$ cat src/rtal_pkg.sv
// Constants for the alarm and oscillator load-trim block
// Function
// - Trim top bit: clear adds, set removes
// - Seven trim bits binary-weighted, 0.25 to 16 pF
// - Zero magnitude selects nominal load, any sign
// - Invalid trim code falls back to default
// - Test and level bits, not stopped: 512 Hz
// - Test tone taken ahead of digital correction
// - Alarm one and two in separate address ranges
// - Each alarm matches fields or repeats independently
// - Undefined repeat code means once per second
// - Match under repeat criteria sets alarm flag
// - Alarm one with enable drives the pin
// - No flag while pointer rests on flags
// - Flags read clears flags and releases pin
// - Clearing read still returns flag set
// - Alarms and pin work on backup battery
// - Second alarm only with enable; else storage
// - Repeat code table, highest bit first
package rtal_pkg;

	// Register addresses
	localparam logic [6:0] RTAL_ADDR_CTRL  = 7'h08;
	localparam logic [6:0] RTAL_ADDR_ALM1  = 7'h0A;
	localparam logic [6:0] RTAL_ADDR_FLAGS = 7'h0F;
	localparam logic [6:0] RTAL_ADDR_TRIM  = 7'h12;
	localparam logic [6:0] RTAL_ADDR_CFG   = 7'h13;
	localparam logic [6:0] RTAL_ADDR_ALM2  = 7'h14;
	localparam logic [6:0] RTAL_ALM_REGS   = 7'h05;

	// Slots inside one alarm's range
	localparam logic [2:0] RTAL_IDX_MON  = 3'h0;
	localparam logic [2:0] RTAL_IDX_DATE = 3'h1;
	localparam logic [2:0] RTAL_IDX_HOUR = 3'h2;
	localparam logic [2:0] RTAL_IDX_MIN  = 3'h3;
	localparam logic [2:0] RTAL_IDX_SEC  = 3'h4;

	// Bit positions
	localparam int RTAL_FLAG_AF1_BIT = 6;
	localparam int RTAL_FLAG_AF2_BIT = 5;
	localparam int RTAL_CTRL_OUT_BIT = 7;
	localparam int RTAL_CTRL_FT_BIT  = 6;
	localparam int RTAL_CTRL_ST_BIT  = 5;
	localparam int RTAL_CFG_ALARM_TWO_ENABLE_BIT = 1;
	localparam int RTAL_IRQEN_BIT    = 7;
	localparam int RTAL_RPT_BIT      = 7;
	localparam int RTAL_RPT_MON_BIT  = 6;
	localparam int RTAL_TRIM_SIGN    = 7;
	localparam int RTAL_CMD_WR_BIT   = 7;

	// Compare masks per time field
	localparam logic [7:0] RTAL_MON_MASK  = 8'h1F;
	localparam logic [7:0] RTAL_DATE_MASK = 8'h3F;
	localparam logic [7:0] RTAL_HOUR_MASK = 8'h3F;
	localparam logic [7:0] RTAL_MIN_MASK  = 8'h7F;
	localparam logic [7:0] RTAL_SEC_MASK  = 8'h7F;

	// Repeat codes
	localparam logic [4:0] RTAL_RPT_SECOND = 5'h1F;
	localparam logic [4:0] RTAL_RPT_MINUTE = 5'h1E;
	localparam logic [4:0] RTAL_RPT_HOUR   = 5'h1C;
	localparam logic [4:0] RTAL_RPT_DAY    = 5'h18;
	localparam logic [4:0] RTAL_RPT_MONTH  = 5'h10;
	localparam logic [4:0] RTAL_RPT_YEAR   = 5'h00;

	// Load capacitance per side, in quarter-picofarad units
	localparam logic [7:0] RTAL_CAP_DEFAULT  = 8'h64;
	localparam logic [6:0] RTAL_TRIM_MAX_ADD = 7'h27;
	localparam logic [6:0] RTAL_TRIM_MAX_REM = 7'h48;

	// Reset values
	localparam logic [7:0] RTAL_CTRL_RST = 8'h80;
	localparam logic [7:0] RTAL_CFG_RST  = 8'h00;
	localparam logic [7:0] RTAL_TRIM_RST = 8'h00;
	localparam logic [7:0] RTAL_ALM_RST  = 8'h00;
	localparam logic [2:0] RTAL_BIT_LAST = 3'h7;

	typedef enum logic [1:0] {RTAL_SPI_CMD, RTAL_SPI_WR, RTAL_SPI_RD} rtal_spi_e;

endpackage

$ cat src/rtal_alarm_match.sv
// Alarm field comparator with repeat-mode masking
module rtal_alarm_match (
	// Alarm settings
	input  wire logic [7:0] mon_i,
	input  wire logic [7:0] date_i,
	input  wire logic [7:0] hour_i,
	input  wire logic [7:0] min_i,
	input  wire logic [7:0] sec_i,
	// Running time
	input  wire logic [7:0] cur_mon_i,
	input  wire logic [7:0] cur_date_i,
	input  wire logic [7:0] cur_hour_i,
	input  wire logic [7:0] cur_min_i,
	input  wire logic [7:0] cur_sec_i,
	// Result
	output logic            match_o
);

	// Fields that must match, order {mon, date, hour, min, sec}
	function automatic logic [4:0] rtal_need(input logic [4:0] rpt);
		case (rpt)
			rtal_pkg::RTAL_RPT_SECOND: rtal_need = 5'h00;
			rtal_pkg::RTAL_RPT_MINUTE: rtal_need = 5'h01;
			rtal_pkg::RTAL_RPT_HOUR:   rtal_need = 5'h03;
			rtal_pkg::RTAL_RPT_DAY:    rtal_need = 5'h07;
			rtal_pkg::RTAL_RPT_MONTH:  rtal_need = 5'h0F;
			rtal_pkg::RTAL_RPT_YEAR:   rtal_need = 5'h1F;
			default:                   rtal_need = 5'h00;
		endcase
	endfunction

	logic [4:0] rpt;
	logic [4:0] eq;
	logic [4:0] need;

	assign rpt  = {mon_i[rtal_pkg::RTAL_RPT_MON_BIT], date_i[rtal_pkg::RTAL_RPT_BIT],
		hour_i[rtal_pkg::RTAL_RPT_BIT], min_i[rtal_pkg::RTAL_RPT_BIT],
		sec_i[rtal_pkg::RTAL_RPT_BIT]};
	assign eq[4] = (mon_i & rtal_pkg::RTAL_MON_MASK) == (cur_mon_i & rtal_pkg::RTAL_MON_MASK);
	assign eq[3] = (date_i & rtal_pkg::RTAL_DATE_MASK) == (cur_date_i & rtal_pkg::RTAL_DATE_MASK);
	assign eq[2] = (hour_i & rtal_pkg::RTAL_HOUR_MASK) == (cur_hour_i & rtal_pkg::RTAL_HOUR_MASK);
	assign eq[1] = (min_i & rtal_pkg::RTAL_MIN_MASK) == (cur_min_i & rtal_pkg::RTAL_MIN_MASK);
	assign eq[0] = (sec_i & rtal_pkg::RTAL_SEC_MASK) == (cur_sec_i & rtal_pkg::RTAL_SEC_MASK);
	assign need = rtal_need(rpt);
	// A zero date never occurs, so year mode with date zero stays silent
	assign match_o = &(~need | eq);

endmodule // rtal_alarm_match

$ cat src/rtal_trim_decode.sv
// Load-trim register decode into per-side capacitance code
module rtal_trim_decode (
	// Trim register
	input  wire logic [7:0] trim_i,
	// Capacitance per side, quarter-picofarad units
	output logic [7:0]      cap_o
);

	logic       trim_sign;
	logic [6:0] trim_magnitude;
	logic       mag_zero;
	logic       code_valid;
	logic [7:0] cap_add;
	logic [7:0] cap_rem;

	assign trim_sign      = trim_i[rtal_pkg::RTAL_TRIM_SIGN];
	assign trim_magnitude = trim_i[6:0];
	assign mag_zero       = trim_magnitude == 7'h00;
	// Removal range is wider than addition
	assign code_valid = trim_sign ? (trim_magnitude <= rtal_pkg::RTAL_TRIM_MAX_REM)
		: (trim_magnitude <= rtal_pkg::RTAL_TRIM_MAX_ADD);
	// Magnitude counts quarters of a picofarad, weights 0.25 to 16
	assign cap_add = rtal_pkg::RTAL_CAP_DEFAULT + {1'b0, trim_magnitude};
	assign cap_rem = rtal_pkg::RTAL_CAP_DEFAULT - {1'b0, trim_magnitude};
	assign cap_o = (mag_zero || !code_valid) ? rtal_pkg::RTAL_CAP_DEFAULT
		: (trim_sign ? cap_rem : cap_add);

endmodule // rtal_trim_decode

$ cat src/rtal_top.sv
// Alarm, flags, load-trim and test-pin logic behind the serial port
module rtal_top (
	// Clock and reset
	input  wire logic       sys_clk_i,
	input  wire logic       reset_i,
	input  wire logic       ce_i,
	// Serial peripheral port, mode 0
	input  wire logic       scl_i,
	input  wire logic       sdi_i,
	input  wire logic       chip_en_n_i,
	output logic            sdo_o,
	output logic            sdo_oe_n_o,
	// Running time from the clock counters, BCD
	input  wire logic [7:0] cur_month_i,
	input  wire logic [7:0] cur_date_i,
	input  wire logic [7:0] cur_hour_i,
	input  wire logic [7:0] cur_minute_i,
	input  wire logic [7:0] cur_second_i,
	input  wire logic       tick_1hz_i,
	input  wire logic       div_512hz_i,
	input  wire logic       on_battery_i,
	// Open-drain interrupt and test pin
	output logic            irq_test_pin_o,
	output logic            irq_test_pin_oe_n_o,
	// Load capacitor selections
	output logic [7:0]      input_side_load_cap_o,
	output logic [7:0]      output_side_load_cap_o
);

	// Register slot of an alarm range: {hit, index}
	function automatic logic [3:0] rtal_slot(input logic [6:0] p, input logic [6:0] base);
		logic [6:0] off;
		off = p - base;
		rtal_slot = {off < rtal_pkg::RTAL_ALM_REGS, off[2:0]};
	endfunction

	// Serial engine state
	rtal_pkg::rtal_spi_e spi_q;
	rtal_pkg::rtal_spi_e spi_d;
	logic [2:0]          cnt_q;
	logic [2:0]          cnt_d;
	logic [7:0]          rx_q;
	logic [7:0]          tx_q;
	logic [7:0]          tx_d;
	logic [6:0]          ptr_q;
	logic [6:0]          ptr_d;
	logic                scl_q;

	// Register file
	logic [7:0] alm1_q [0:4];
	logic [7:0] alm2_q [0:4];
	logic [7:0] ctrl_q;
	logic [7:0] cfg_q;
	logic [7:0] trim_q;
	logic       af1_q;
	logic       af2_q;
	logic       pend1_q;
	logic       pend2_q;
	logic       pin_oe_n_q;
	logic [7:0] cap_q;

	// Decode and strobes
	logic       sel;
	logic       rise;
	logic       fall;
	logic       byte_done;
	logic [7:0] rx_byte;
	logic       cmd_done;
	logic       wr_stb;
	logic       rd_load;
	logic       flag_rd;
	logic [3:0] slot1;
	logic [3:0] slot2;
	logic [7:0] flags_val;
	logic [7:0] rd_data;

	// Alarm path
	logic       match1;
	logic       match2;
	logic       al2_en;
	logic       at_flags;
	logic       hit1;
	logic       hit2;
	logic       set1;
	logic       set2;

	// Pin path
	logic       ft_on;
	logic       alarm_irq;
	logic       drive_low;
	logic [7:0] cap_dec;

	// The serial port is cut off while on backup power
	assign sel  = ~chip_en_n_i & ~on_battery_i;
	assign rise = sel & scl_i & ~scl_q;
	assign fall = sel & ~scl_i & scl_q;

	assign byte_done = rise && (cnt_q == rtal_pkg::RTAL_BIT_LAST);
	assign rx_byte   = {rx_q[6:0], sdi_i};
	assign cmd_done  = byte_done && (spi_q == rtal_pkg::RTAL_SPI_CMD);
	assign wr_stb    = byte_done && (spi_q == rtal_pkg::RTAL_SPI_WR);
	// Next read byte is fetched on the falling edge after a byte boundary
	// Limitation: a read that ends just below the flags address prefetches
	// them, and so clears them without the host ever seeing the value
	assign rd_load   = fall && (spi_q == rtal_pkg::RTAL_SPI_RD) && (cnt_q == 3'h0);
	assign flag_rd   = rd_load && (ptr_q == rtal_pkg::RTAL_ADDR_FLAGS);

	assign slot1 = rtal_slot(ptr_q, rtal_pkg::RTAL_ADDR_ALM1);
	assign slot2 = rtal_slot(ptr_q, rtal_pkg::RTAL_ADDR_ALM2);

	assign flags_val = ({7'h00, af1_q} << rtal_pkg::RTAL_FLAG_AF1_BIT)
		| ({7'h00, af2_q} << rtal_pkg::RTAL_FLAG_AF2_BIT);

	// Unmapped addresses read as zero
	assign rd_data = slot1[3] ? alm1_q[slot1[2:0]]
		: slot2[3] ? alm2_q[slot2[2:0]]
		: (ptr_q == rtal_pkg::RTAL_ADDR_FLAGS) ? flags_val
		: (ptr_q == rtal_pkg::RTAL_ADDR_CTRL) ? ctrl_q
		: (ptr_q == rtal_pkg::RTAL_ADDR_CFG) ? cfg_q
		: (ptr_q == rtal_pkg::RTAL_ADDR_TRIM) ? trim_q
		: 8'h00;

	// Serial engine next state
	always_comb begin
		spi_d = spi_q;
		cnt_d = cnt_q;
		ptr_d = ptr_q;
		tx_d  = tx_q;
		if (!sel) begin
			spi_d = rtal_pkg::RTAL_SPI_CMD;
			cnt_d = 3'h0;
		end else begin
			if (rise) begin
				cnt_d = cnt_q + 3'h1;
			end
			if (cmd_done) begin
				ptr_d = rx_byte[6:0];
				spi_d = rx_byte[rtal_pkg::RTAL_CMD_WR_BIT] ? rtal_pkg::RTAL_SPI_WR
					: rtal_pkg::RTAL_SPI_RD;
			end else if (wr_stb || rd_load) begin
				// Pointer keeps its place between frames
				ptr_d = ptr_q + 7'h01;
			end
			if (rd_load) begin
				// Flags are captured before they clear
				tx_d = rd_data;
			end else if (fall && spi_q == rtal_pkg::RTAL_SPI_RD) begin
				tx_d = {tx_q[6:0], 1'b0};
			end
		end
	end

	always_ff @(posedge sys_clk_i) begin
		if (reset_i) begin
			spi_q <= rtal_pkg::RTAL_SPI_CMD;
			cnt_q <= 3'h0;
			ptr_q <= 7'h00;
			tx_q  <= 8'h00;
		end else if (ce_i) begin
			spi_q <= spi_d;
			cnt_q <= cnt_d;
			ptr_q <= ptr_d;
			tx_q  <= tx_d;
		end
	end

	always_ff @(posedge sys_clk_i) begin
		if (reset_i) begin
			rx_q  <= 8'h00;
			scl_q <= 1'b0;
		end else if (ce_i) begin
			scl_q <= scl_i;
			if (rise) begin
				rx_q <= rx_byte;
			end
		end
	end

	// Write frames never drive back, so the host never fights the block
	assign sdo_o      = tx_q[7];
	assign sdo_oe_n_o = ~(sel && spi_q == rtal_pkg::RTAL_SPI_RD);

	// Alarm registers; the second range is plain storage while disabled
	always_ff @(posedge sys_clk_i) begin
		if (reset_i) begin
			for (int i = 0; i < 5; i++) begin
				alm1_q[i] <= rtal_pkg::RTAL_ALM_RST;
				alm2_q[i] <= rtal_pkg::RTAL_ALM_RST;
			end
		end else if (ce_i && wr_stb) begin
			if (slot1[3]) begin
				alm1_q[slot1[2:0]] <= rx_byte;
			end
			if (slot2[3]) begin
				alm2_q[slot2[2:0]] <= rx_byte;
			end
		end
	end

	always_ff @(posedge sys_clk_i) begin
		if (reset_i) begin
			ctrl_q <= rtal_pkg::RTAL_CTRL_RST;
			cfg_q  <= rtal_pkg::RTAL_CFG_RST;
			trim_q <= rtal_pkg::RTAL_TRIM_RST;
		end else if (ce_i && wr_stb) begin
			if (ptr_q == rtal_pkg::RTAL_ADDR_CTRL) begin
				ctrl_q <= rx_byte;
			end
			if (ptr_q == rtal_pkg::RTAL_ADDR_CFG) begin
				cfg_q <= rx_byte;
			end
			if (ptr_q == rtal_pkg::RTAL_ADDR_TRIM) begin
				trim_q <= rx_byte;
			end
		end
	end

	rtal_alarm_match u_match1 (
		.mon_i      (alm1_q[rtal_pkg::RTAL_IDX_MON]),
		.date_i     (alm1_q[rtal_pkg::RTAL_IDX_DATE]),
		.hour_i     (alm1_q[rtal_pkg::RTAL_IDX_HOUR]),
		.min_i      (alm1_q[rtal_pkg::RTAL_IDX_MIN]),
		.sec_i      (alm1_q[rtal_pkg::RTAL_IDX_SEC]),
		.cur_mon_i  (cur_month_i),
		.cur_date_i (cur_date_i),
		.cur_hour_i (cur_hour_i),
		.cur_min_i  (cur_minute_i),
		.cur_sec_i  (cur_second_i),
		.match_o    (match1)
	);

	rtal_alarm_match u_match2 (
		.mon_i      (alm2_q[rtal_pkg::RTAL_IDX_MON]),
		.date_i     (alm2_q[rtal_pkg::RTAL_IDX_DATE]),
		.hour_i     (alm2_q[rtal_pkg::RTAL_IDX_HOUR]),
		.min_i      (alm2_q[rtal_pkg::RTAL_IDX_MIN]),
		.sec_i      (alm2_q[rtal_pkg::RTAL_IDX_SEC]),
		.cur_mon_i  (cur_month_i),
		.cur_date_i (cur_date_i),
		.cur_hour_i (cur_hour_i),
		.cur_min_i  (cur_minute_i),
		.cur_sec_i  (cur_second_i),
		.match_o    (match2)
	);

	// Matching ignores battery state on purpose
	assign al2_en   = cfg_q[rtal_pkg::RTAL_CFG_ALARM_TWO_ENABLE_BIT];
	assign hit1     = tick_1hz_i & match1;
	assign hit2     = tick_1hz_i & match2 & al2_en;
	assign at_flags = ptr_q == rtal_pkg::RTAL_ADDR_FLAGS;
	// Held matches land once the pointer leaves the flags address
	assign set1 = ~at_flags & (hit1 | pend1_q);
	assign set2 = ~at_flags & (hit2 | pend2_q);

	// Hits while parked collapse into one pending event per alarm
	always_ff @(posedge sys_clk_i) begin
		if (reset_i) begin
			pend1_q <= 1'b0;
			pend2_q <= 1'b0;
		end else if (ce_i) begin
			pend1_q <= at_flags & (pend1_q | hit1);
			pend2_q <= at_flags & (pend2_q | hit2);
		end
	end

	// A hit during a clearing read is held pending and sets the flag the cycle after
	always_ff @(posedge sys_clk_i) begin
		if (reset_i) begin
			af1_q <= 1'b0;
			af2_q <= 1'b0;
		end else if (ce_i) begin
			af1_q <= set1 | (af1_q & ~flag_rd);
			af2_q <= set2 | (af2_q & ~flag_rd);
		end
	end

	// Test tone uses the raw divider tap, untouched by counter correction
	assign ft_on = ctrl_q[rtal_pkg::RTAL_CTRL_FT_BIT] & ctrl_q[rtal_pkg::RTAL_CTRL_OUT_BIT]
		& ~ctrl_q[rtal_pkg::RTAL_CTRL_ST_BIT];
	// Alarm two only raises its flag; it never pulls the pin
	assign alarm_irq = af1_q & alm1_q[rtal_pkg::RTAL_IDX_MON][rtal_pkg::RTAL_IRQEN_BIT];
	assign drive_low = ft_on ? ~div_512hz_i
		: (alarm_irq | ~ctrl_q[rtal_pkg::RTAL_CTRL_OUT_BIT]);

	rtal_trim_decode u_trim (
		.trim_i (trim_q),
		.cap_o  (cap_dec)
	);

	always_ff @(posedge sys_clk_i) begin
		if (reset_i) begin
			pin_oe_n_q <= 1'b1;
			cap_q      <= rtal_pkg::RTAL_CAP_DEFAULT;
		end else if (ce_i) begin
			pin_oe_n_q <= ~drive_low;
			cap_q      <= cap_dec;
		end
	end

	// Open drain: only ever pulls low
	assign irq_test_pin_o         = 1'b0;
	assign irq_test_pin_oe_n_o    = pin_oe_n_q;
	assign input_side_load_cap_o  = cap_q;
	assign output_side_load_cap_o = cap_q;

endmodule // rtal_top

$ cat config.mk
export PLATFORM = sky130hd
export DESIGN_NAME = rtal_top
export DESIGN_NICKNAME = d
export VERILOG_FILES = /design/src/rtal_pkg.sv /design/src/rtal_alarm_match.sv /design/src/rtal_trim_decode.sv /design/src/rtal_top.sv
export SDC_FILE = /design/constraint.sdc
export NUM_CORES = 1
export LEC_CHECK = 0
export CAP_MARGIN = 20
export CORE_ASPECT_RATIO = 1.5
export CORE_MARGIN = 1.5
export CORE_UTILIZATION = 50
export CTS_CLUSTER_DIAMETER = 30
export DETAILED_ROUTE_END_ITERATION = 8
export DONT_BUFFER_PORTS = 1
export HOLD_SLACK_MARGIN = 0.02
export PLACE_DENSITY = 0.71
export SETUP_SLACK_MARGIN = 0.3
export SKIP_CTS_REPAIR_TIMING = 1
export SYNTH_ARGS = -nofsm -noshare
export SYNTH_HDL_FRONTEND = slang
export SYNTH_HIERARCHICAL = 1
export SYNTH_SLANG_ARGS = --single-unit
$ cat constraint.sdc
create_clock -name sys_clk_i -period 4.27 [get_ports sys_clk_i]
set_clock_uncertainty 0.15 [all_clocks]
set_input_delay 0.427 -clock sys_clk_i [delete_from_list [all_inputs] [get_ports sys_clk_i]]
set_output_delay 0.427 -clock sys_clk_i [all_outputs]
set_load 0.01 [all_outputs]
==> Word level (Yosys, flattened, before mapping) <==
Memories as Yosys holds them, arrays and structs flattened.
Cells that the tools add are included.
{ "totals": {"register_bits": 65, "ram_bits": 80, "input_bits": 49, "output_inout_bits": 20, "wordCells": 159, "mem_count": 2} }
{ "memory_table": {"columns": ["memory", "depth", "width", "read_ports", "rd_clocked_by_memory_dff", "wr", "line_no", "text"], "rows": [
  ["alm1_q", 5, 8, 6, 0, 5, "rtal_top.sv:50", "logic [7:0] alm1_q [0:4];"],
  ["alm2_q", 5, 8, 6, 0, 5, "rtal_top.sv:51", "logic [7:0] alm2_q [0:4];"]
]} }
{ "classes": {"add_sub_neg": 6, "order_cmp": 4, "n_eq_ne": 27, "mux": 37, "n_bitwise": 38, "n_reduce_logical": 30} }
{ "ops": {"columns": ["operator", "count"], "rows": [
  ["8-bit two-way mux", 12],
  ["5-bit one-hot mux with 5 select lines", 2],
  ["5-bit == test (second input constant)", 8],
  ["7-bit == test", 4],
  ["6-bit == test", 4],
  ["1-bit AND", 17],
  ["8-bit OR reduction", 2],
  ["7-bit by 4-bit == test with 1-bit output (second input constant)", 2],
  ["7-bit by 5-bit == test with 1-bit output (second input constant)", 2],
  ["7-bit by 3-bit less-than comparator with 1-bit output (second input constant)", 2],
  ["1-bit two-way mux", 14],
  ["7-bit two-way mux", 2],
  ["3-bit two-way mux", 4],
  ["2-bit AND reduction", 6],
  ["1-bit NOT", 11],
  ["5-bit == test", 2],
  ["5-bit zero test", 2],
  ["5-bit NOT", 2],
  ["5-bit bitwise OR", 2],
  ["5-bit AND reduction", 2],
  ["7-bit by 7-bit adder with 8-bit output (first input constant)", 1],
  ["1-bit logical AND", 8],
  ["7-bit by 7-bit subtractor with 8-bit output (first input constant)", 1],
  ["7-bit by 1-bit adder with 7-bit output (second input constant)", 1],
  ["19 further kinds", 29]
]} }

==> Depth between registers and ports, before layout <==
Gate-level depths: netlist (run 1).
{ "depth": {"word_depth": 12, "ltp_mapped": 12, "depth_no_buf": 8} }

==> Hierarchy <==
The synthesis (run 1) kept the hierarchy.
{ "modules_own_cells": {"columns": ["module", "instances", "cells_per_inst", "area_per_inst_um2", "seq_area_each_um2"], "rows": [
  ["rtal_top", 1, 739, 9036.2, 5144.9],
  ["rtal_alarm_match", 2, 52, 405.4, 0.0],
  ["rtal_trim_decode", 1, 52, 397.9, 0.0]
]} }

==> Worst setup path before layout (run 1) <==
Ideal clock, no wire load.
{ "synth_timing": {"path_type": "flip-flop to flip-flop", "start": "register ptr_q[2]", "end": "memory alm1_q[2][0], enable pin", "setup_ps": 309, "arrival_ps": 2682, "required_ps": 3811, "path_slack_ps": 1128, "path_stages_with_launch": 12, "path_buffers": 4, "period_less_slack_ps": 3142, "cell_sequence": "dfxtp_1 -> buf_2 -> buf_1 -> inv_1 -> ha_1 -> a21oi_4 -> mux2i_1 -> a2111oi_4 -> buf_6 -> and3_1 -> buf_2 -> or2_2"} }
{ "synth_lines": {"columns": ["item", "line_no", "text"], "rows": [
  ["start: declaration", "rtal_top.sv:45", "logic [6:0] ptr_q;"],
  ["start signal: assignment", "rtal_top.sv:162", "ptr_q <= ptr_d;"],
  ["end: declaration", "rtal_top.sv:50", null]
]} }

==> results of run 1 <==
==> final cells by class <==
class                   instances  area [sq um]  share of cell area
diodes                          1          2.50            0.000224
clock buffers                  23           522              0.0468
clock inverters                 9          75.1             0.00673
inverters                      14          52.6             0.00471
multi-input cells             669          4870               0.437
flip-flops and latches        193          5150               0.462
well taps                     264           330              0.0296
repair buffers                 14           153              0.0137
==> worst paths after layout <==
kind,end,slack [ns],cells past startpoint
worst max-delay path,alm1_q[1][6],1.11,8
worst min-delay path,af1_q,0.004,2
worst max register to register,alm1_q[1][6],1.11,8
worst min register to register,cfg_q[2],0.31,2
==> per-layer routing <==
metal | part of all wire | vias up | GRT usage
met5 | 0 | - | 0
met4 | 0.043 | 0 | 0.125
met3 | 0.048 | 53 | 0.0585
met2 | 0.54 | 188 | 0.440
met1 | 0.37 | 3414 | 0.266
li1 | - | 3210 | -
==> state kept, by name, indices dropped and copies added (netlist names), 8 cells and up <==
register / flops
alm2_q: 64
input_side_load_cap_o: 8
alm1_q: 64
ctrl_q: 8
tx_q: 8
cfg_q: 8
trim_q: 8
==> cell usage in the layout (no fill, tap or decap), types with 4 or more instances in the layout <==
| cell | n |
|---|---|
| o21ai_0 | 16 |
| edfxtp_1 | 128 |
| nand4_1 | 8 |
| nand2_1 | 94 |
| nor3_1 | 11 |
| a31oi_1 | 7 |
| a221oi_1 | 5 |
| a211o_1 | 4 |
| mux2i_1 | 28 |
| xnor2_1 | 22 |
| o21bai_1 | 4 |
| nor4_1 | 6 |
| buf_4 | 6 |
| nand2b_1 | 4 |
| nor2_1 | 56 |
| and3_1 | 11 |
| nand3_1 | 19 |
| or2_2 | 11 |
| clkbuf_16 | 20 |
| ha_1 | 21 |
| a311oi_1 | 8 |
| a211oi_2 | 5 |
| nor2b_1 | 11 |
| dlygate4sd3_1 | 5 |
| inv_1 | 18 |
| a222oi_1 | 6 |
| conb_1 | 49 |
| dfxtp_1 | 64 |
| xor2_1 | 44 |
| a21oi_1 | 36 |
| and2_1 | 86 |
| mux4_2 | 32 |
| o31ai_1 | 5 |
| nand3b_1 | 4 |
==> report_power, final <==
part,internal (uW),leakage (uW),total [uW],switching [uW]
Clock,921,0.000309,1610,690
Combinational,72.8,0.00178,161,88.6
Sequential,2050,0.00178,2090,44.7
Total,3040,0.00387,3870,823
==> through the flow <==
stage	hold slack (ns)	worst slack [ns]	instances	power, uW
after floorplan	0.281	1.13	943	2240
after detailed placement	0.288	1.13	1146	2270
after CTS	-0.111	1.12	1178	3860
after global placement	0.281	1.20	1146	2270
final	0.00416	1.11	1187	3870
after global routing	0.0233	0.981	1186	3980
==> kinds of logic after synthesis <==
group,count (synthesis),synth area share
DFF,193,0.502
AOI/OAI and AO/OA,125,0.0928
muxes,60,0.0977
adders and majority gates,21,0.0256
and+or+nand+nor,348,0.185
xor gates and xnor gates,66,0.0564
other,1,0.000366
buffers and inverters,81,0.0403
==> summary.md, run 1 <==
| Metric | Value |
|---|---|
| Synth area leaders | `edfxtp_1 38%, dfxtp_1 13%, mux4_2 7.0%, and2_1 5.3%, xor2_1 3.8%` |
| Layout cells sized above 1 | `0.116` |
| Final core utilization | `0.550` |
| Number of synthesized flops with an enable pin | `128` |
| Vias per cell | `~5.8` |
| Tmin final | `between 3 and 4 ns` |
| Post-synthesis sequential area ratio | `0.502` |
| CP Max Fanout | `12` |
| Syn Area/Cell | `11.4 sq um` |
| First-pass GRT wire length | `38,100 um` |
| Setup TNS | `0 ns` |
| CTS tree | `built` |
| Tcrit/Tclk final | `0.741` |
| Die ar. | `about 21,000 sq um` |
| Setup Viol. Count Final | `0` |
| Synth async-reset ratio | `0` |
| Hold Vio Cnt, Final | `0` |
| Seq cells post-synth | `~190` |
| Grt total ovfl | `0` |
| Die Wd | `approximately 120 um` |
| CP Class | `reg2reg` |
| CP endpoint kind | `register` |
| Cell Area, Placed | `between 10,000 and 15,000 sq um` |
| Initial antenna violation count | `0` |
| Post-synth top cells | `128 x edfxtp_1, 94 x nand2_1, 86 x and2_1` |
| CP peak stage delay | `approximately 0.54 ns` |
| Top cell type's share of synthesized area | `0.375` |
| Worst setup path startpoint | `ptr_q[1]` |
| First drt pass iteration count | `5` |
| Vias in the first global route | `around 6,600` |
| PD cells | `347 nW/um^2` |
| Nets | `between 900 and 1,000` |
| Data required, critical path | `between 4 and 5 ns` |
| Placer Congestion | `0.886` |
| Cell Area, Synth | `between 10,000 and 15,000 sq um` |
| Clk pin slew, worst setup/hold paths | `~0.070 ns` |
| Quantity of I/O buffers inserted on ports | `0` |
| Largest delay share family, worst path | `simple AND/OR/NAND/NOR gates` |
| Detailed Route WL | `around 26,000 um` |
| MaxCap Viol Count | `0` |
| Initial cell density of the core | `0.506` |
| Synth Warn # | `6` |
| Core area | `roughly 20,000 sq um` |
| Synthesized netlist cell count | `895` |
| Post-DRT Antenna Nets | `0` |
| Fillers | `1,718` |
| Critical Path AT | `~3.2 ns` |
| # rows | `64` |
| Worst skew pair latency | `between 0.4 and 0.5 ns` |
| Max-slew violations | `0` |
| Headroom to the max-slew limit | `0.297` |
| Post-route DRC | `0` |
| Status | `completed` |
| Iteration-0 DRC Markers | `roughly 500` |
| Leak | `just under 0.004 uW` |
| Most common cell in the netlist | `edfxtp_1` |
| I/O pins | `between 60 and 70` |
| Design area | `around 11,000 sq um` |
| Slowest cell on crit path | `dfxtp_2` |
| Hpwl dp | `approximately 18,000 um` |
| Drt wl/cell | `approximately 22 um` |
| CTS root buf | `clkbuf_16` |
| Dominant synthesized flop cell | `edfxtp_1` |
| RR Startpoint | `ptr_q[1]` |
| Num CTS Buffers | `17` |
| Clk buf depth | `2` |
| Worst-Margin Slew | `1.05 ns` |
| P&R area growth vs syn | `8.82%` |
| Fmax | `316 MHz` |
| Crit path cell chain | `inv_1 -> ha_1 -> and4bb_2 -> mux2i_1 -> a2111oi_4 -> buf_4 -> and4_1 -> or2_2` |
| CP Launch Type | `register` |
| Vias post-DR | `between 6,000 and 7,000` |
| CTS Sinks | `slightly below 200` |
| Unrepaired setup endpoints after global routing | `false` |
| HP Start | `ce_i` |
| Leading area contributor after synthesis | `edfxtp_1` |
| Hold Crit Class | `in2reg` |
| Gr usage total | `0.244` |
| Max H-tree Level | `4` |
| CP bufs+invs | `2` |
| Die height | `roughly 180 um` |
| Worst VDD drop | `around 0.00031 V` |
| Cell variety after synth | `70` |
| Largest net degree at the start of global routing | `77` |
Note: power is estimated with default switching activity, not from simulation.
==> run 2: changes to the inputs <==
- ABC_AREA: unset -> 1
- PLACE_DENSITY: 0.71 -> 0.74
- clock period: 4.27 -> 2.8 ns (I/O delays scaled with it)
==> summary.md, run 2 <==
| Metric | Value |
|---|---|
| Layout cells sized above 1 | `0.0826` |
| Unrepaired setup endpoints after global routing | `true` |
| CTS root buf | `clkbuf_16` |
| Number of synthesized flops with an enable pin | `approximately 130` |
| Commonest non-fill, non-tap cell in the layout | `nand2_1` |
| Leading area contributor after synthesis | `edfxtp_1` |
| Cell Area, Synth | `10,600 sq um` |
| P&R area growth vs syn | `12.5%` |
| Hold Vio Cnt, Final | `0` |
| Vias post-DR | `approximately 9,100` |
| Fmax | `about 400 MHz` |
| Synthesized netlist cell count | `between 1,000 and 1,500` |
| Post-placement cell count | `between 1,500 and 2,000` |
| Max H-tree Level | `4` |
| Most common cell in the netlist | `nand2_1` |
| Detailed Route WL | `30,200 um` |
| Top cell type's share of synthesized area | `0.364` |
| Num CTS Buffers | `17` |
| Vias in the first global route | `between 8,000 and 9,000` |
| Final Power | `between 6000 and 7000 uW` |
| Setup Viol. Count Final | `0` |
| Synth Warn # | `6` |
| Vias per cell | `between 5 and 6` |
| Placer Congestion | `around 0.94` |
| Antenna cell count | `0` |
| Leak | `a little over 0.005 uW` |
| PD cells | `509 nW/um^2` |
| Final core utilization | `0.577` |
| Drt wl/cell | `17.7 um` |
| Clk pin slew, worst setup/hold paths | `approximately 0.070 ns` |
| Critical Path AT | `approximately 2.5 ns` |
| Syn Area/Cell | `between 7 and 8 sq um` |
| Post-DRT Antenna Nets | `0` |
| Hold Crit Class | `in2reg` |
| I/O pins | `just under 70` |
| CTS Sinks | `between 150 and 200` |
| Synth area leaders | `edfxtp_1 36%, nand2_1 13%, dfxtp_1 12%, nor2_1 9.3%, nand3_1 5.7%` |
| Most frequent cells in the layout | `343 x nand2_1, 261 x nor2_1, 134 x inv_1` |
| MaxCap Viol Count | `0` |
| First drt pass iteration count | `5` |
| Post-synthesis sequential area ratio | `0.488` |
| Iteration-0 DRC Markers | `794` |
| Fin Hold WS | `0.0207 ns` |
| Post-synth top cells | `357 x nand2_1, 262 x nor2_1, 136 x inv_1` |
| # rows | `between 60 and 70` |
| Seq cells post-synth | `approximately 190` |
| Die ar. | `between 20,000 and 25,000 sq um` |
| CP Class | `reg2reg` |
| Status | `completed` |
| Die Wd | `122 um` |
| Core area | `between 20,000 and 25,000 sq um` |
| Largest net degree at the start of global routing | `between 60 and 70` |
| Synth async-reset ratio | `0` |
| CP endpoint kind | `register` |
| Data required, critical path | `around 2.8 ns` |
| CP Launch Type | `register` |
| Worst-Margin Slew | `around 1.1 ns` |
| Quantity of I/O buffers inserted on ports | `0` |
| Initial antenna violation count | `0` |
| Tmin final | `~2.5 ns` |
| Post-route DRC | `0` |
| Grt total ovfl | `0` |
| Worst skew pair latency | `approximately 0.44 ns` |
| First-pass GRT wire length | `~45,000 um` |
| Cell variety after synth | `35` |
| Initial cell density of the core | `0.513` |
| Clk buf depth | `2` |
| Nets | `around 1,500` |
| Dominant synthesized flop cell | `edfxtp_1` |
| Non-Filler Instances | `~1,700` |
| CTS tree | `built` |
| Worst VDD drop | `between 0.0003 and 0.0004 V` |
| Max-slew violations | `0` |
| Hpwl dp | `21,900 um` |
| CP Max Fanout | `9` |
| Headroom to the max-slew limit | `0.234` |
| Tcrit/Tclk final | `0.900` |
| Largest registers | `alm1_q: 64 flops, alm2_q: 64 flops` |
| Gr usage total | `0.278` |
| Setup TNS | `0 ns` |
| Die height | `~180 um` |
-- run 2: path summary, 6_finish.rpt --
kind                    from      endpoint  slack, ns  cells past startpoint
setup / recovery    ptr_q[2]  alm1_q[0][4]       0.28                     12
hold / removal    tick_1hz_i         af1_q       0.02                      4
setup reg to reg    ptr_q[2]  alm1_q[0][4]       0.28                     12
hold reg to reg      tx_q[0]       tx_q[0]       0.33                      2
-- run 2: final cells by class --
class / count / area, sq um
fill: 1868 / 8710
sequential: 193 / 5150
multi-input combinational: 1039 / 4940
inverter: 143 / 552
clock buffer: 18 / 430
tap: 264 / 330
timing repair buffer: 33 / 302
clock inverter: 14 / 161
-- run 2: power by group --
part	internal, uW	leakage [uW]	total [uW]	switching, uW
logic	118	0.00307	356	238
registers	3140	0.00178	3230	91.6
clock network	1280	0.000293	2450	1170
total	4540	0.00514	6040	1500
-- run 2: logic make-up after synthesis --
| family | after synthesis | share of synthesized area |
|---|---|---|
| DFF | 193 | 0.488 |
| xor gates and xnor gates | 25 | 0.0207 |
| other | 1 | 0.000355 |
| AOI/OAI and AO/OA | 167 | 0.0866 |
| buffers and inverters | 203 | 0.0762 |
| and+or+nand+nor | 777 | 0.304 |
| adders and majority gates | 21 | 0.0249 |
-- run 2: metrics by stage --
stage	worst slack (ns)	instance area [sq um]
after global placement	0.206	11200
after floorplan	0.190	10900
final	0.280	11900
after global routing	0.136	11900
after detailed placement	0.202	11200
after CTS	0.174	11800
-- run 2: worst max-delay path, stage by stage (launching register included) --
cell     delay, ns
dfxtp_4       0.38
buf_4         0.16
ha_1          0.21
nand2_1       0.11
inv_2         0.06
nor2_1        0.08
nand4_1       0.17
nor2_4        0.16
inv_4         0.08
nor3_4        0.16
buf_6         0.19
nand3_4       0.14
nand2_4       0.16
-- run 2: routing by layer --
metal / vias to the layer above / track usage / share of wire
li1: 4497 / - / -
met1: 4144 / 0.296 / 0.36
met2: 325 / 0.500 / 0.52
met3: 101 / 0.0420 / 0.051
met4: 0 / 0.184 / 0.072
met5: - / 0 / 0
